==> src/rtl/pdc_pkg.sv <==
// Constants, types and term layout for the programmable address decoder block.
package pdc_pkg;

	// ==========================================================
	// Decoder input vector layout
	// ==========================================================
	localparam int PDC_NIN = 16;
	localparam int PDC_IN_ADDR_LO = 0;
	localparam int PDC_ADDR_BITS = 5;
	localparam int PDC_ADDR_BASE = 11;
	localparam int PDC_IN_UPPER = 5;
	localparam int PDC_IN_PAGE = 9;
	localparam int PDC_IN_RD = 13;
	localparam int PDC_IN_WR = 14;
	localparam int PDC_IN_ALE = 15;
	localparam int PDC_PAGE_BITS = 4;

	// ==========================================================
	// Product term indices
	// ==========================================================
	localparam int PDC_NBANK = 8;
	localparam int PDC_T_BANK = 0;
	localparam int PDC_T_SRAM = 8;
	localparam int PDC_T_PORT = 9;
	localparam int PDC_T_TIN = 10;
	localparam int PDC_T_TAOUT = 11;
	localparam int PDC_T_TDOUT = 12;
	localparam int PDC_T_CS_WIDE = 13;
	localparam int PDC_WIDE_TERMS = 4;
	localparam int PDC_T_CS_NARROW = 29;
	localparam int PDC_NARROW_TERMS = 2;
	localparam int PDC_T_CS_PORTC = 37;
	localparam int PDC_NTERMS = 40;
	localparam int PDC_NCS_WIDE = 4;
	localparam int PDC_NCS_B = 8;
	localparam int PDC_NCS_C = 3;

	// ==========================================================
	// Reset values
	// ==========================================================
	localparam logic [7:0] PDC_DESEL8 = 8'hff;
	localparam logic [2:0] PDC_DESEL3 = 3'h7;
	localparam logic [7:0] PDC_ZERO8 = 8'h00;
	localparam logic [2:0] PDC_ZERO3 = 3'h0;
	localparam logic [15:0] PDC_ZERO16 = 16'h0000;

	// ==========================================================
	// Types
	// ==========================================================
	typedef enum logic [1:0] {
		PDC_STROBE_RDWR = 2'b00,
		PDC_STROBE_E = 2'b01,
		PDC_STROBE_DS = 2'b11
	} pdc_strobe_t;

	typedef struct packed {
		logic en;
		logic [PDC_NIN-1:0] care;
		logic [PDC_NIN-1:0] value;
	} pdc_term_t;

	typedef struct packed {
		logic bus_width_cfg;
		logic bus_mux_cfg;
		logic upper_pin_function_cfg;
		logic latch_strobe_polarity_cfg;
		logic [7:0] porta_pin_function_cfg;
		logic porta_track_cfg;
		logic upper_addr_latch_cfg;
		logic nonmux_addr_latch_cfg;
		pdc_strobe_t strobe_style_cfg;
		logic [7:0] portb_pin_function_cfg;
		logic [2:0] portc_pin_function_cfg;
	} pdc_cfg_t;

	typedef struct packed {
		logic [7:0] o;
		logic [7:0] oe;
	} pdc_pin8_t;

endpackage

==> src/rtl/pdc_decoder.sv <==
// Programmable address decoder with two product-term arrays and port routing.
`timescale 1ns/100ps
`default_nettype none
// Functional notes
// - Both arrays share one identical input vector; don't-care inputs never matter.
// - Upper pin as power-down and high deselects all outputs; else extra input.
// - Reset forces all decoder outputs deselected; reset is never a term input.
// - Array A gives eight bank selects, each one product term.
// - Array A gives one SRAM select from one product term.
// - Array A gives a port block select from one product term.
// - Track mode: track-in select with read drives Port A onto low host pins.
// - Track mode: address-out select with ALE drives low host address to Port A.
// - Track mode: data-out select drives host data to Port A; else Port A floats.
// - Chip selects 0 to 3 each OR four programmable AND terms.
// - Chip selects 4 to 7 each OR two programmable AND terms.
// - Port C pins choose address input A16-A18 or one-term chip select 8-10.
// - Width setting 0 is 8 bit, 1 is 16; mux setting 0 is non-multiplexed.
// - Latch strobe polarity 0 is active high, 1 is active low.
// - Multiplexed: track setting 1 tracks; else each Port A pin is I/O or latched address.
// - A16-A19 transparent with latch setting 0, captured by ALE with 1.
// - Non-multiplexed A0-A15 transparent with option 0, ALE-dependent with 1.
// - Strobe style 00 read/write pulses, 01 status with E, 11 status with DS.
// - Port B pin outputs its chip select with setting 0, I/O with 1.
// - 16-bit non-multiplexed: Port A low data byte, Port B high byte.
// - Configuration is fixed input only; no read or write path exists.
// - Multiplexed address is captured at the trailing edge of ALE.
module pdc_decoder
	import pdc_pkg::*;
(
	input wire logic mclk_in, // 250 MHz clock
	input wire logic sys_rst_in, // synchronous reset, active high
	input wire logic pad_reset_n_in, // device reset pin, active low
	input wire pdc_cfg_t cfg_in, // fixed configuration bits
	input wire pdc_term_t [PDC_NTERMS-1:0] terms_in, // programmed product terms
	input wire logic ale_in, // address latch strobe pin
	input wire logic rd_e_in, // read, enable or data strobe pin
	input wire logic wr_rw_in, // write or read/write pin
	input wire logic upper_pin_in, // power-down select or A19 pin
	input wire logic [PDC_PAGE_BITS-1:0] page_inputs_in, // page number inputs
	input wire logic [7:0] ad_lo_in, // host AD0-AD7 level
	input wire logic [7:0] ad_hi_in, // host AD8-AD15 level
	input wire logic [7:0] porta_in, // Port A pin level
	input wire logic [7:0] portb_in, // Port B pin level
	input wire logic [2:0] portc_in, // Port C pin level
	input wire logic [7:0] porta_gpio_dout_in, // Port A data register
	input wire logic [7:0] porta_gpio_dir_in, // Port A direction register
	input wire logic [7:0] portb_gpio_dout_in, // Port B data register
	input wire logic [7:0] portb_gpio_dir_in, // Port B direction register
	input wire logic [15:0] bus_rdata_in, // data from the selected internal block
	output logic [PDC_NBANK-1:0] bank_selects_n_out, // program memory bank selects
	output logic sram_select_n_out, // data SRAM select
	output logic port_block_select_n_out, // port register block select
	output logic [PDC_NCS_B-1:0] portb_chip_selects_n_out, // chip selects 0-7
	output logic [PDC_NCS_C-1:0] portc_chip_selects_n_out, // chip selects 8-10
	output logic standby_out, // decoder in power-down
	output logic host_read_out, // internal read strobe decoded
	output logic host_write_out, // internal write strobe decoded
	output logic [15:0] bus_wdata_out, // host write data
	output logic [19:0] addr_out, // effective host address
	output logic [7:0] ad_lo_out, // host AD0-AD7 drive
	output logic [7:0] ad_lo_oe_out, // host AD0-AD7 enable
	output logic [7:0] ad_hi_out, // host AD8-AD15 drive
	output logic [7:0] ad_hi_oe_out, // host AD8-AD15 enable
	output logic [7:0] porta_out, // Port A drive
	output logic [7:0] porta_oe_out, // Port A enable
	output logic [7:0] portb_out, // Port B drive
	output logic [7:0] portb_oe_out, // Port B enable
	output logic [2:0] portc_out, // Port C drive
	output logic [2:0] portc_oe_out // Port C enable
);

	// ==========================================================
	// Strobes and address latch
	// ==========================================================
	// strobe polarity
	wire logic ale_act = ale_in ^ cfg_in.latch_strobe_polarity_cfg;
	wire logic mux_mode = cfg_in.bus_mux_cfg;
	wire logic wide = cfg_in.bus_width_cfg;
	logic rd_act;
	logic wr_act;

	always_comb begin
		case (cfg_in.strobe_style_cfg)
			PDC_STROBE_RDWR: begin
				rd_act = ~rd_e_in;
				wr_act = ~wr_rw_in;
			end
			PDC_STROBE_E: begin
				rd_act = rd_e_in & wr_rw_in;
				wr_act = rd_e_in & ~wr_rw_in;
			end
			PDC_STROBE_DS: begin
				rd_act = ~rd_e_in & wr_rw_in;
				wr_act = ~rd_e_in & ~wr_rw_in;
			end
			default: begin
				rd_act = 1'b0;
				wr_act = 1'b0;
			end
		endcase
	end

	logic [15:0] lat_lo_q;
	logic [3:0] lat_up_q;
	// A Port C pin that drives a chip select reads back its own drive, so it must not feed the arrays.
	// Port C address mux
	wire logic [2:0] portc_addr = portc_in & ~cfg_in.portc_pin_function_cfg;
	wire logic [3:0] up_pins = {upper_pin_in, portc_addr};

	// the latch follows while ALE is active and holds its last value after the trailing edge.
	always_ff @(posedge mclk_in) begin
		if (sys_rst_in) begin
			lat_lo_q <= PDC_ZERO16;
			lat_up_q <= 4'h0;
		end else if (ale_act) begin
			lat_lo_q <= {ad_hi_in, ad_lo_in};
			lat_up_q <= up_pins;
		end
	end

	wire logic lo_use_latch = mux_mode | cfg_in.nonmux_addr_latch_cfg;
	wire logic [15:0] lo_latched = ale_act ? {ad_hi_in, ad_lo_in} : lat_lo_q;
	// In 8-bit multiplexed mode the high pins carry address only.
	wire logic [15:0] lo_mux = (wide | ~mux_mode) ? lo_latched : {ad_hi_in, lo_latched[7:0]};
	wire logic [15:0] addr_lo = lo_use_latch ? lo_mux : {ad_hi_in, ad_lo_in};
	wire logic [3:0] addr_up = cfg_in.upper_addr_latch_cfg ? (ale_act ? up_pins : lat_up_q) : up_pins;

	// ==========================================================
	// Product-term arrays
	// ==========================================================
	// A19 reads as zero in the power-down setting, so no term can see the pin there.
	// the upper pin is a decoder input only in its address setting.
	wire logic a19_in = cfg_in.upper_pin_function_cfg & addr_up[3];
	wire logic power_down = ~cfg_in.upper_pin_function_cfg & upper_pin_in;
	// reset is applied after the arrays and never enters the vector.
	wire logic deselect = power_down | ~pad_reset_n_in | sys_rst_in;

	// Raw strobe pins enter the vector so that a term can qualify on read or write.
	// one shared input vector for both arrays
	wire logic [PDC_NIN-1:0] pad_vec = {ale_in, wr_rw_in, rd_e_in, page_inputs_in,
		a19_in, addr_up[2:0], addr_lo[PDC_ADDR_BASE +: PDC_ADDR_BITS]};
	logic [PDC_NTERMS-1:0] hit;

	genvar gi;
	generate
		for (gi = 0; gi < PDC_NTERMS; gi++) begin : g_term
			assign hit[gi] = terms_in[gi].en &
				~|((pad_vec ^ terms_in[gi].value) & terms_in[gi].care);
		end
	endgenerate

	logic [PDC_NCS_B-1:0] csb_hit;
	generate
		for (gi = 0; gi < PDC_NCS_B; gi++) begin : g_csb
			if (gi < PDC_NCS_WIDE) begin : g_wide
				assign csb_hit[gi] = |hit[PDC_T_CS_WIDE + gi*PDC_WIDE_TERMS +: PDC_WIDE_TERMS];
			end else begin : g_narrow
				assign csb_hit[gi] = |hit[PDC_T_CS_NARROW + (gi-PDC_NCS_WIDE)*PDC_NARROW_TERMS +: PDC_NARROW_TERMS];
			end
		end
	endgenerate

	wire logic [PDC_NBANK-1:0] bank_hit = hit[PDC_T_BANK +: PDC_NBANK];
	wire logic sram_hit = hit[PDC_T_SRAM];
	wire logic port_hit = hit[PDC_T_PORT];
	wire logic [PDC_NCS_C-1:0] csc_hit = hit[PDC_T_CS_PORTC +: PDC_NCS_C];
	wire logic tin_act = hit[PDC_T_TIN] & ~deselect;
	wire logic taout_act = hit[PDC_T_TAOUT] & ~deselect;
	// the data-out term carries the write qualifier, so it alone gates the drive.
	wire logic tdout_act = hit[PDC_T_TDOUT] & ~deselect;
	wire logic int_hit = (|bank_hit | sram_hit | port_hit) & ~deselect;

	// ==========================================================
	// Pin routing
	// ==========================================================
	wire logic track = cfg_in.porta_track_cfg & mux_mode;
	wire logic int_rd = int_hit & rd_act;
	wire logic nonmux16 = ~mux_mode & wide;
	pdc_pin8_t ad_lo_d;
	pdc_pin8_t ad_hi_d;
	pdc_pin8_t pa_d;
	pdc_pin8_t pb_d;

	always_comb begin
		ad_lo_d = '{o: PDC_ZERO8, oe: PDC_ZERO8};
		ad_hi_d = '{o: PDC_ZERO8, oe: PDC_ZERO8};
		pa_d = '{o: porta_gpio_dout_in, oe: porta_gpio_dir_in};
		// data path follows width and multiplexing
		if (mux_mode && int_rd) begin
			ad_lo_d = '{o: bus_rdata_in[7:0], oe: PDC_DESEL8};
			if (wide) begin
				ad_hi_d = '{o: bus_rdata_in[15:8], oe: PDC_DESEL8};
			end
		end
		if (!mux_mode) begin
			// Port A is the low data byte
			pa_d = '{o: bus_rdata_in[7:0], oe: {8{int_rd}}};
		end else if (track) begin
			// data out on write, otherwise floating
			pa_d = '{o: ad_lo_in, oe: {8{tdout_act}}};
			if (taout_act && ale_act) begin
				pa_d = '{o: ad_lo_in, oe: PDC_DESEL8};
			end
			// Port A level onto low host pins on read
			if (tin_act && rd_act) begin
				ad_lo_d = '{o: porta_in, oe: PDC_DESEL8};
			end
		end else begin
			// per-pin I/O or latched low address
			for (int i = 0; i < 8; i++) begin
				if (cfg_in.porta_pin_function_cfg[i]) begin
					pa_d.o[i] = lat_lo_q[i];
					pa_d.oe[i] = 1'b1;
				end
			end
		end
		if (nonmux16) begin
			// Port B is the high data byte
			pb_d = '{o: bus_rdata_in[15:8], oe: {8{int_rd}}};
		end else begin
			// Port B per-pin chip select or I/O
			for (int i = 0; i < 8; i++) begin
				pb_d.o[i] = cfg_in.portb_pin_function_cfg[i] ? portb_gpio_dout_in[i] : ~(csb_hit[i] & ~deselect);
				pb_d.oe[i] = cfg_in.portb_pin_function_cfg[i] ? portb_gpio_dir_in[i] : 1'b1;
			end
		end
	end

	// Write data comes from the pins that carry the data bus in this mode.
	wire logic [15:0] wdata_d = mux_mode ? {ad_hi_in, ad_lo_in} : {portb_in, porta_in};

	// ==========================================================
	// Output registers
	// ==========================================================
	always_ff @(posedge mclk_in) begin
		if (sys_rst_in) begin
			bank_selects_n_out <= PDC_DESEL8;
			sram_select_n_out <= 1'b1;
			port_block_select_n_out <= 1'b1;
			portb_chip_selects_n_out <= PDC_DESEL8;
			portc_chip_selects_n_out <= PDC_DESEL3;
			standby_out <= 1'b0;
			host_read_out <= 1'b0;
			host_write_out <= 1'b0;
			bus_wdata_out <= PDC_ZERO16;
			addr_out <= 20'h00000;
			ad_lo_out <= PDC_ZERO8;
			ad_lo_oe_out <= PDC_ZERO8;
			ad_hi_out <= PDC_ZERO8;
			ad_hi_oe_out <= PDC_ZERO8;
			porta_out <= PDC_ZERO8;
			porta_oe_out <= PDC_ZERO8;
			portb_out <= PDC_ZERO8;
			portb_oe_out <= PDC_ZERO8;
			// Port C rests at the deselected level, matching its chip select outputs.
			portc_out <= PDC_DESEL3;
			portc_oe_out <= PDC_ZERO3;
		end else begin
			// active-low sum-of-products outputs, gated by deselect
			bank_selects_n_out <= ~(bank_hit & {PDC_NBANK{~deselect}});
			sram_select_n_out <= ~(sram_hit & ~deselect);
			port_block_select_n_out <= ~(port_hit & ~deselect);
			portb_chip_selects_n_out <= ~(csb_hit & {PDC_NCS_B{~deselect}});
			portc_chip_selects_n_out <= ~(csc_hit & {PDC_NCS_C{~deselect}});
			standby_out <= power_down;
			host_read_out <= rd_act;
			host_write_out <= wr_act;
			if (wr_act) begin
				bus_wdata_out <= wide ? wdata_d : {PDC_ZERO8, wdata_d[7:0]};
			end
			addr_out <= {a19_in, addr_up[2:0], addr_lo};
			ad_lo_out <= ad_lo_d.o;
			ad_lo_oe_out <= ad_lo_d.oe;
			ad_hi_out <= ad_hi_d.o;
			ad_hi_oe_out <= ad_hi_d.oe;
			porta_out <= pa_d.o;
			porta_oe_out <= pa_d.oe;
			portb_out <= pb_d.o;
			portb_oe_out <= pb_d.oe;
			// Port C output only where set as chip select
			portc_out <= ~(csc_hit & {PDC_NCS_C{~deselect}});
			portc_oe_out <= cfg_in.portc_pin_function_cfg;
		end
	end

endmodule
`default_nettype wire

==> config.mk <==
export PLATFORM = sky130hd
export DESIGN_NAME = pdc_decoder
export DESIGN_NICKNAME = d
export VERILOG_FILES = /design/src/rtl/pdc_pkg.sv /design/src/rtl/pdc_decoder.sv
export SDC_FILE = /design/constraint.sdc
export NUM_CORES = 1
export LEC_CHECK = 0
export ABC_AREA = 0
export BUFFER_PORTS_ARGS = -buffer_cell sky130_fd_sc_hd__buf_4
export CAP_MARGIN = 20
export CORE_AREA = 5 5 615 617
export CTS_CLUSTER_DIAMETER = 30
export DETAILED_ROUTE_END_ITERATION = 10
export DIE_AREA = 0 0 620 622
export PLACE_DENSITY_LB_ADDON = 0.15
export SKIP_LAST_GASP = 1
export SLEW_MARGIN = 20
export SYNTH_ARGS = -nofsm -noshare
export SYNTH_HDL_FRONTEND = slang
export SYNTH_SLANG_ARGS = --single-unit
==> constraint.sdc <==
create_clock -name mclk_in -period 4.2 [get_ports mclk_in]
set_input_delay 0.21 -clock mclk_in [delete_from_list [all_inputs] [get_ports mclk_in]]
set_output_delay 0.21 -clock mclk_in [all_outputs]
set_load 0.03 [all_outputs]
==> results of run 1 <==
worst max-delay path: cells and delay by family:
family	cells	cell delay (ns)
buffers and inverters	5	1.55
multiplexers	1	0.23
AND/OR/NAND/NOR	3	1.01
AO/OA/AOI/OAI	3	1.19
worst min-delay path by stage:
stage               slack [ns]                     to  depth (start not counted)
floorplan                 0.32           ad_lo_out[0]                          2
global placement          0.42           ad_lo_out[6]                          3
detailed placement        0.43           ad_lo_out[6]                          3
CTS                      0.005           portb_out[3]                          4
global route              0.05  bank_selects_n_out[4]                          4
finish                    0.06           portb_out[1]                          2
metal layers:
layer / wire [um] / up-vias / global-route usage
li1: - / 10304 / -
met1: 89160 / 11165 / 0.1271
met2: 147500 / 1114 / 0.2627
met3: 14980 / 323 / 0.02858
met4: 3676 / 72 / 0.01436
met5: 453 / - / 0
cell type report:
type | count | share of cell area
diodes | 28 | 0.001956
clock buffers | 18 | 0.01198
clock inverters | 13 | 0.002864
inverters | 24 | 0.002515
multi-input cells | 1619 | 0.3407
flip-flops and latches | 133 | 0.07433
well taps | 4972 | 0.1737
repair buffers | 1804 | 0.3919
stage by stage:
| step | hold WS, ns | setup WS (ns) |
|---|---|---|
| 3_3_place_gp | 0.4248 | -0.9137 |
| 4_1_cts | 0.004738 | 0.01826 |
| 2_1_floorplan | 0.3185 | 0.9645 |
| 3_5_place_dp | 0.4271 | -0.5226 |
| 6_report | 0.06166 | 0.2084 |
| 5_1_grt | 0.05249 | 0.04464 |
Yosys cell counts (10+ instances only):
cell,number,area (um^2)
buf_4,19,142.6
xor2_1,395,3460
buf_1,23,86.33
a221oi_1,67,586.8
a311oi_1,13,113.9
xnor2_1,251,2198
buf_2,43,215.2
nand2_1,184,690.7
nand2b_1,14,87.58
o21ai_0,40,200.2
nor2_1,51,191.4
a22oi_1,139,1044
nor3_1,10,50.05
mux2i_1,27,270.3
clkbuf_1,55,206.5
o21ai_1,10,50.05
nand4_1,54,337.8
a21oi_1,75,375.4
nor2b_1,17,106.4
a22o_1,54,473.0
nand3_1,37,185.2
nor3b_1,18,135.1
a211oi_1,12,90.09
dfxtp_1,133,2663
inv_1,24,90.09
a31oi_1,14,87.58
kinds of logic (layout without fill, tap and decap cells):
kind of cell,count (synthesis),in the layout,share of synthesized area
mux,41,41,0.02926
other cells,0,28,0
compound gates,501,501,0.2396
xor+xnor,648,648,0.3707
buf+inv,164,1859,0.04826
simple gates,429,429,0.1387
flops,133,133,0.1735
what timing repair did:
| action | 4_1_cts | 5_1_grt |
|---|---|---|
| hold buffers | 87 | 0 |
| buffers inserted | 0 | 0 |
| endpoints found under the hold margin | 80 | 0 |
sequential cells by signal (all words and copies together) (netlist names):
signal                    cells
lat_lo_q                     16
portb_out                     8
portc_out                     3
addr_out                     20
porta_oe_out                  8
port_block_select_n_out       1
portc_oe_out                  3
porta_out                     8
bank_selects_n_out            8
sram_select_n_out             1
bus_wdata_out                16
host_read_out                 1
portb_oe_out                  8
ad_hi_oe_out                  1
ad_lo_oe_out                  1
portb_chip_selects_n_out      8
ad_hi_out                     8
ad_lo_out                     8
lat_up_q                      4
host_write_out                1
standby_out                   1
placed cells by master (no fill, tap or decap), types with 9 or more instances in the layout:
cell type      count
buf_4           1694
xor2_1           395
xnor2_1          250
nand2_1          184
a22oi_1          139
dfxtp_1          133
dlygate4sd3_1     87
a21oi_1           71
a221oi_1          60
a22o_1            54
nand4_1           54
nor2_1            50
o21ai_0           40
nand3_1           37
diode_2           28
mux2i_1           25
inv_1             24
buf_12            22
nor3b_1           17
clkbuf_16         17
nor2b_1           15
nand2b_1          13
a31oi_1           13
a311oi_1          13
a211oi_1          12
nor3_1            10
mux2_2             9
and4_1             9
o311ai_0           9
o21ai_1            9
power by group:
part | leakage (nW) | total (mW) | internal (mW) | switching, mW
clock network | 0.253 | 1.61 | 0.760 | 0.851
logic | 13.2 | 4.00 | 1.87 | 2.13
registers | 1.09 | 1.36 | 1.32 | 0.0421
==> results by group, run 1 <==
CTS
  – CTS tree: done
  – Clock transition at the registers of the reported paths: 0.08 ns
  – CTS max path bufs: 2
  – CTS Sinks: 133
  – CTS Root Cell: clkbuf_16
  – # resized after CTS: 0
  – Total CTS buffers: 17
  – # H-tree levels: 4
  – Skew-Pair Late Insertion Delay: 0.54 ns

Route
  – 1st-iter DRT viols: 1281
  – DR vias/cell: 2.668
  – Pre-antenna DRT Iters: 7
  – Vias: 22978
  – Post-DR wirelength/cell: 29.70 um
  – Post-route DRC: 0
  – DRT antenna net count: 0
  – Final WL: 255800 um

STA
  – Slew @ Worst Pin: 1.010 ns
  – Crit path time final: 3.992 ns
  – Slew HR: 0.3264
  – Max-slew violations: 0
  – Period utilisation layout: 0.9504
  – Skew final: 0.03732 ns
  – Endpoints failing hold: 0
  – Setup Viol. Count Final: 0
  – RSZ-0062 raised after global routing: false
  – Fin Setup TNS: 0 ns
  – Fmax: 0.2505 GHz

Layout
  – Area delta synth->final: 133.4%
  – Design area: 0.03582 mm^2
  – FILL cells: 43470
  – Register area: 0.002663 mm^2
  – Share of layout cells above drive strength 1: 0.4965
  – Finished Layout Cells: 8611
  – Util after Layout: 0.09646
  – Multi-input logic area: 0.01221 mm^2
  – Nets: 5041

Flow run
  – Max Cap Viol: 0

Setup path
  – CP max stage cell: o311ai_0
  – Critical path origin: cfg_in[0]
  – Required time of the critical path: 4.53 ns
  – Crit-path max FO: 35
  – CP endpoint kind: register
  – R2r endpoint: porta_oe_out[2]
  – Worst setup path endpoint: porta_oe_out[2]
  – Reg2Reg Launch Point: lat_up_q[0]
  – Crit-path max cell delay: 0.84 ns
  – Worst R2R Path Depth: 8
  – Reg-to-reg slack, setup: 0.29 ns
  – CP Cell Sequence: dlygate4sd3_1 > buf_4 > nor2b_2 > buf_4 > mux2i_4 > buf_12 > o311ai_0 > a211oi_1 > and3_1 > nor4_4 > buf_12 > o311ai_0
  – Crit start category: input port
  – Critical path class: input port to register
  – Arrival @ worst endpoint: 4.33 ns

Placement
  – Dpl hpwl: 231500 um
  – Area post-placement: 0.03435 mm^2
  – Final Wtd Congestion: ~0.9
  – Placed cell count: 8465
  – Port Buffers: 1571

GRT
  – Vias in the first global route: approximately 24000
  – Grt ovf: 0
  – Total GRT Usage: 0.1260
  – Initial antenna violation count: 167
  – Largest net degree at the start of global routing: 65
  – First-pass GRT wire length: 307200 um

Floorplanning
  – I/O pins: ~1600
  – Die area: 0.3856 mm^2
  – Die Wd: 620 um
  – Core Area: between 0.3 and 0.4 mm^2
  – Initial Util: 0.04133
  – Site Rows: 224
  – Die height: 622 um

Min path
  – Hold WC Path Type: input port to register
  – Min-delay src: cfg_in[4]

Synth
  – Number of synthesized flops with an enable pin: 0
  – Mapped cell area: 0.01535 mm^2
  – Yosys cell types: 67
  – Syn Inst Count: 1916
  – FF+latch count, synth: around 130
  – Async S/R FF share, synth: 0
  – Avg Cell Area, Syn: between 8 and 9 um^2
  – Sequential-to-total area share from yosys stat: 0.1735
  – Top FF cell, synth: dfxtp_1
  – YS warnings: 0
  – Post-synthesis net count: 3358

Power and ir drop
  – VDD IR max: 0.3462 mV
  – PD cells: 194.6 mW/mm^2
  – LEAKAGE: 14.53 nW
  – Design Power: 6.972 mW

Run status
  – Status: complete, no violations
No activity file was read; power rests on OpenSTA's default activity.
==> run 2, diff against run 1 <==
Settings changed: CORE_AREA 5 5 615 617 to 2 2 605 607, DIE_AREA 0 0 620 622 to 0 0 607 609.
==> run 2 against run 1 <==
Against the previous run: power up 0.59%; sequential cell count unchanged; combinational power about the same; global-route usage up 0.21 points; critical path depth up 3; final area down 0.78%; worst hold slack worse by 0.017 ns; sequential share of layout area up 0.058 points; core utilization up 0.12 points; critical endpoint is now ad_hi_out[1]; largest cell class unchanged; largest power group unchanged.
==> results by group, run 2 (synthesized netlist as in run 1, its figures left out) <==
Run status
  – Status: complete, no violations (unchanged)

STA
  – Slew HR: 0.3253 (was 0.3264)
  – Period utilisation layout: 0.9307 (was 0.9504)
  – Endpoints failing hold: 0 (unchanged)
  – Fmax: 0.2558 GHz (was 0.2505 GHz)
  – Max-slew violations: 0 (unchanged)
  – Setup Viol. Count Final: 0 (unchanged)
  – Hold Worst Slack: 0.04511 ns (was 0.06166 ns)
  – RSZ-0062 raised after global routing: false (unchanged)
  – Skew final: 0.02984 ns (was 0.03732 ns)
  – Slew @ Worst Pin: 1.012 ns (was 1.010 ns)
  – Fin Setup TNS: 0 ns (unchanged)
  – Worst setup margin: 0.2911 ns (was 0.2084 ns)
  – Crit path time final: 3.909 ns (was 3.992 ns)

Placement
  – Placed cell count: 8309 (was 8465)
  – Final Wtd Congestion: 0.8397 (was 0.8773)
  – Dpl hpwl: 223300 um (was 231500 um)
  – Port Buffers: 1571 (unchanged)
  – Area post-placement: 0.03408 mm^2 (was 0.03435 mm^2)
  – Pre-CTS WS: -0.4587 ns (was -0.5226 ns)

GRT
  – Largest net degree at the start of global routing: 47 (was 65)
  – First-pass GRT wire length: 296800 um (was 307200 um)
  – Initial antenna violation count: 183 (was 167)
  – Grt ovf: 0 (unchanged)
  – Vias in the first global route: 24242 (was 24434)
  – Total GRT Usage: 0.1281 (was 0.1260)

Layout
  – Largest regs: addr_out (20), bus_wdata_out (16), lat_lo_q (16) (unchanged)
  – Design area: 0.03554 mm^2 (was 0.03582 mm^2)
  – Share of layout cells above drive strength 1: 0.4961 (was 0.4965)
  – FILL cells: 42578 (was 43470)
  – Finished Layout Cells: 8443 (was 8611)
  – Commonest non-fill, non-tap cell in the layout: buf_4 (unchanged)
  – Commonest non-fill, non-tap cells in the layout: 1697 x buf_4, 395 x xor2_1, 251 x xnor2_1 (was 1694 x buf_4, 395 x xor2_1, 250 x xnor2_1)
  – Area delta synth->final: 131.5% (was 133.4%)
  – Nets: 5037 (was 5041)
  – Max reg flops: 20 (unchanged)
  – Largest Register: addr_out (unchanged)
  – Util after Layout: 0.09768 (was 0.09646)

Route
  – 1st-iter DRT viols: 1200 (was 1281)
  – Pre-antenna DRT Iters: 4 (was 7)
  – Vias: 22993 (was 22978)
  – Final WL: 247500 um (was 255800 um)
  – DRT antenna net count: 0 (unchanged)
  – Post-DR wirelength/cell: 29.32 um (was 29.70 um)
  – Post-route DRC: 0 (unchanged)
  – DR vias/cell: 2.723 (was 2.668)

CTS
  – CTS Root Cell: clkbuf_16 (unchanged)
  – Total CTS buffers: 17 (unchanged)
  – CTS max path bufs: 2 (unchanged)
  – # resized after CTS: 0 (unchanged)
  – # H-tree levels: 4 (unchanged)
  – Clock transition at the registers of the reported paths: 0.08 ns (about the same)
  – CTS Sinks: 133 (unchanged)
  – Skew-Pair Late Insertion Delay: 0.53 ns (was 0.54 ns)
  – CTS tree: done (unchanged)
  – Hold buffers post-CTS: 83 (was 87)
  – Post-CTS setup buffers: 0 (unchanged)

Setup path
  – CP endpoint kind: register (unchanged)
  – Worst path most repeated cell: buf_4
  – Crit start category: input port (unchanged)
  – Arrival @ worst endpoint: 4.33 ns (about the same)
  – CP max stage cell: a2111oi_1 (was o311ai_0)
  – CP Cell Sequence: dlygate4sd3_1 > buf_4 > nand2b_1 > a21oi_1 > a21oi_4 > buf_4 > xnor2_1 > a221o_1 > a2111oi_1 > buf_4 > or4_1 > nor4_4 > buf_12 > buf_12 > nor3b_1 (was dlygate4sd3_1 > buf_4 > nor2b_2 > buf_4 > mux2i_4 > buf_12 > o311ai_0 > a211oi_1 > and3_1 > nor4_4 > buf_12 > o311ai_0)
  – Reg-to-reg slack, setup: 0.54 ns (was 0.29 ns)
  – Crit-path max cell delay: 0.68 ns (was 0.84 ns)
  – Required time of the critical path: 4.62 ns (was 4.53 ns)
  – Critical path class: input port to register (unchanged)
  – Worst R2R Path Depth: 11 (was 8)
  – Crit-path max FO: 13 (was 35)

Floorplanning
  – Die Wd: 607 um (was 620 um)
  – I/O pins: 1572 (unchanged)
  – Die height: 609 um (was 622 um)
  – Initial Util: 0.04218 (was 0.04133)
  – Die area: 0.3697 mm^2 (was 0.3856 mm^2)
  – Site Rows: 222 (was 224)
  – Core Area: 0.3639 mm^2 (was 0.3714 mm^2)

Min path
  – Worst hold stages: 3 (was 2)
  – Hold WC Path Type: input port to register (unchanged)

Power and ir drop
  – VDD IR max: 0.3238 mV (was 0.3462 mV)
  – Design Power: 7.013 mW (was 6.972 mW)
  – PD cells: 197.3 mW/mm^2 (was 194.6 mW/mm^2)
  – LEAKAGE: 14.53 nW (about the same)

Flow run
  – Max Cap Viol: 0 (unchanged)
-- run 2: cell types whose count changed in the layout (fill, tap and decap cells not counted), moves of 2 or more --
cell / delta
dlygate4sd3_1: -4
diode_2: -9
clkinvlp_4: -2
buf_12: -2
clkinv_2: -3
buf_4: +3
a221oi_1: +2
inv_6: +2
clkinv_8: +3
-- run 2: worst paths after layout --
| check | startpoint | to |
|---|---|---|
| setup reg to reg | lat_lo_q[11] | portb_oe_out[6] |
| hold reg to reg | bus_wdata_out[8] | bus_wdata_out[8] |
| hold / removal | terms_in[321] | port_block_select_n_out |
| setup / recovery | cfg_in[2] | ad_hi_out[1] |
-- run 2: layout make-up --
class                           instances  area [um^2]  share of cell area
Timing Repair Buffer                 1800        13970              0.3931
Multi-Input combinational cell       1619        12160              0.3421
Tap cell                             4816         6026              0.1695
Sequential cell                       133         2663             0.07491
Clock buffer                           17        425.4             0.01197
Clock inverter                         15        158.9            0.004471
Inverter                               24        90.09            0.002535
Antenna cell                           19        47.55            0.001338
-- run 2: report_power, final --
part | switching, mW | internal, mW
sequential | 0.0451 | 1.32
clock | 0.875 | 0.791
combinational | 2.12 | 1.86
total | 3.04 | 3.97
-- run 2: critical path, delay by kind of cell --
family / cells / cell delay [ns]
buffers and inverters: 6 / 1.56
AO/OA/AOI/OAI: 4 / 1.53
AND/OR/NAND/NOR: 4 / 0.86
XOR/XNOR: 1 / 0.09
-- run 2: layer usage --
metal / up-vias / routed length [um] / track usage
met3: 373 / 15940 / 0.03277
met2: 1137 / 144100 / 0.2692
met5: - / 616 / 0
met1: 11089 / 81950 / 0.1215
li1: 10288 / - / -
met4: 106 / 4961 / 0.02316
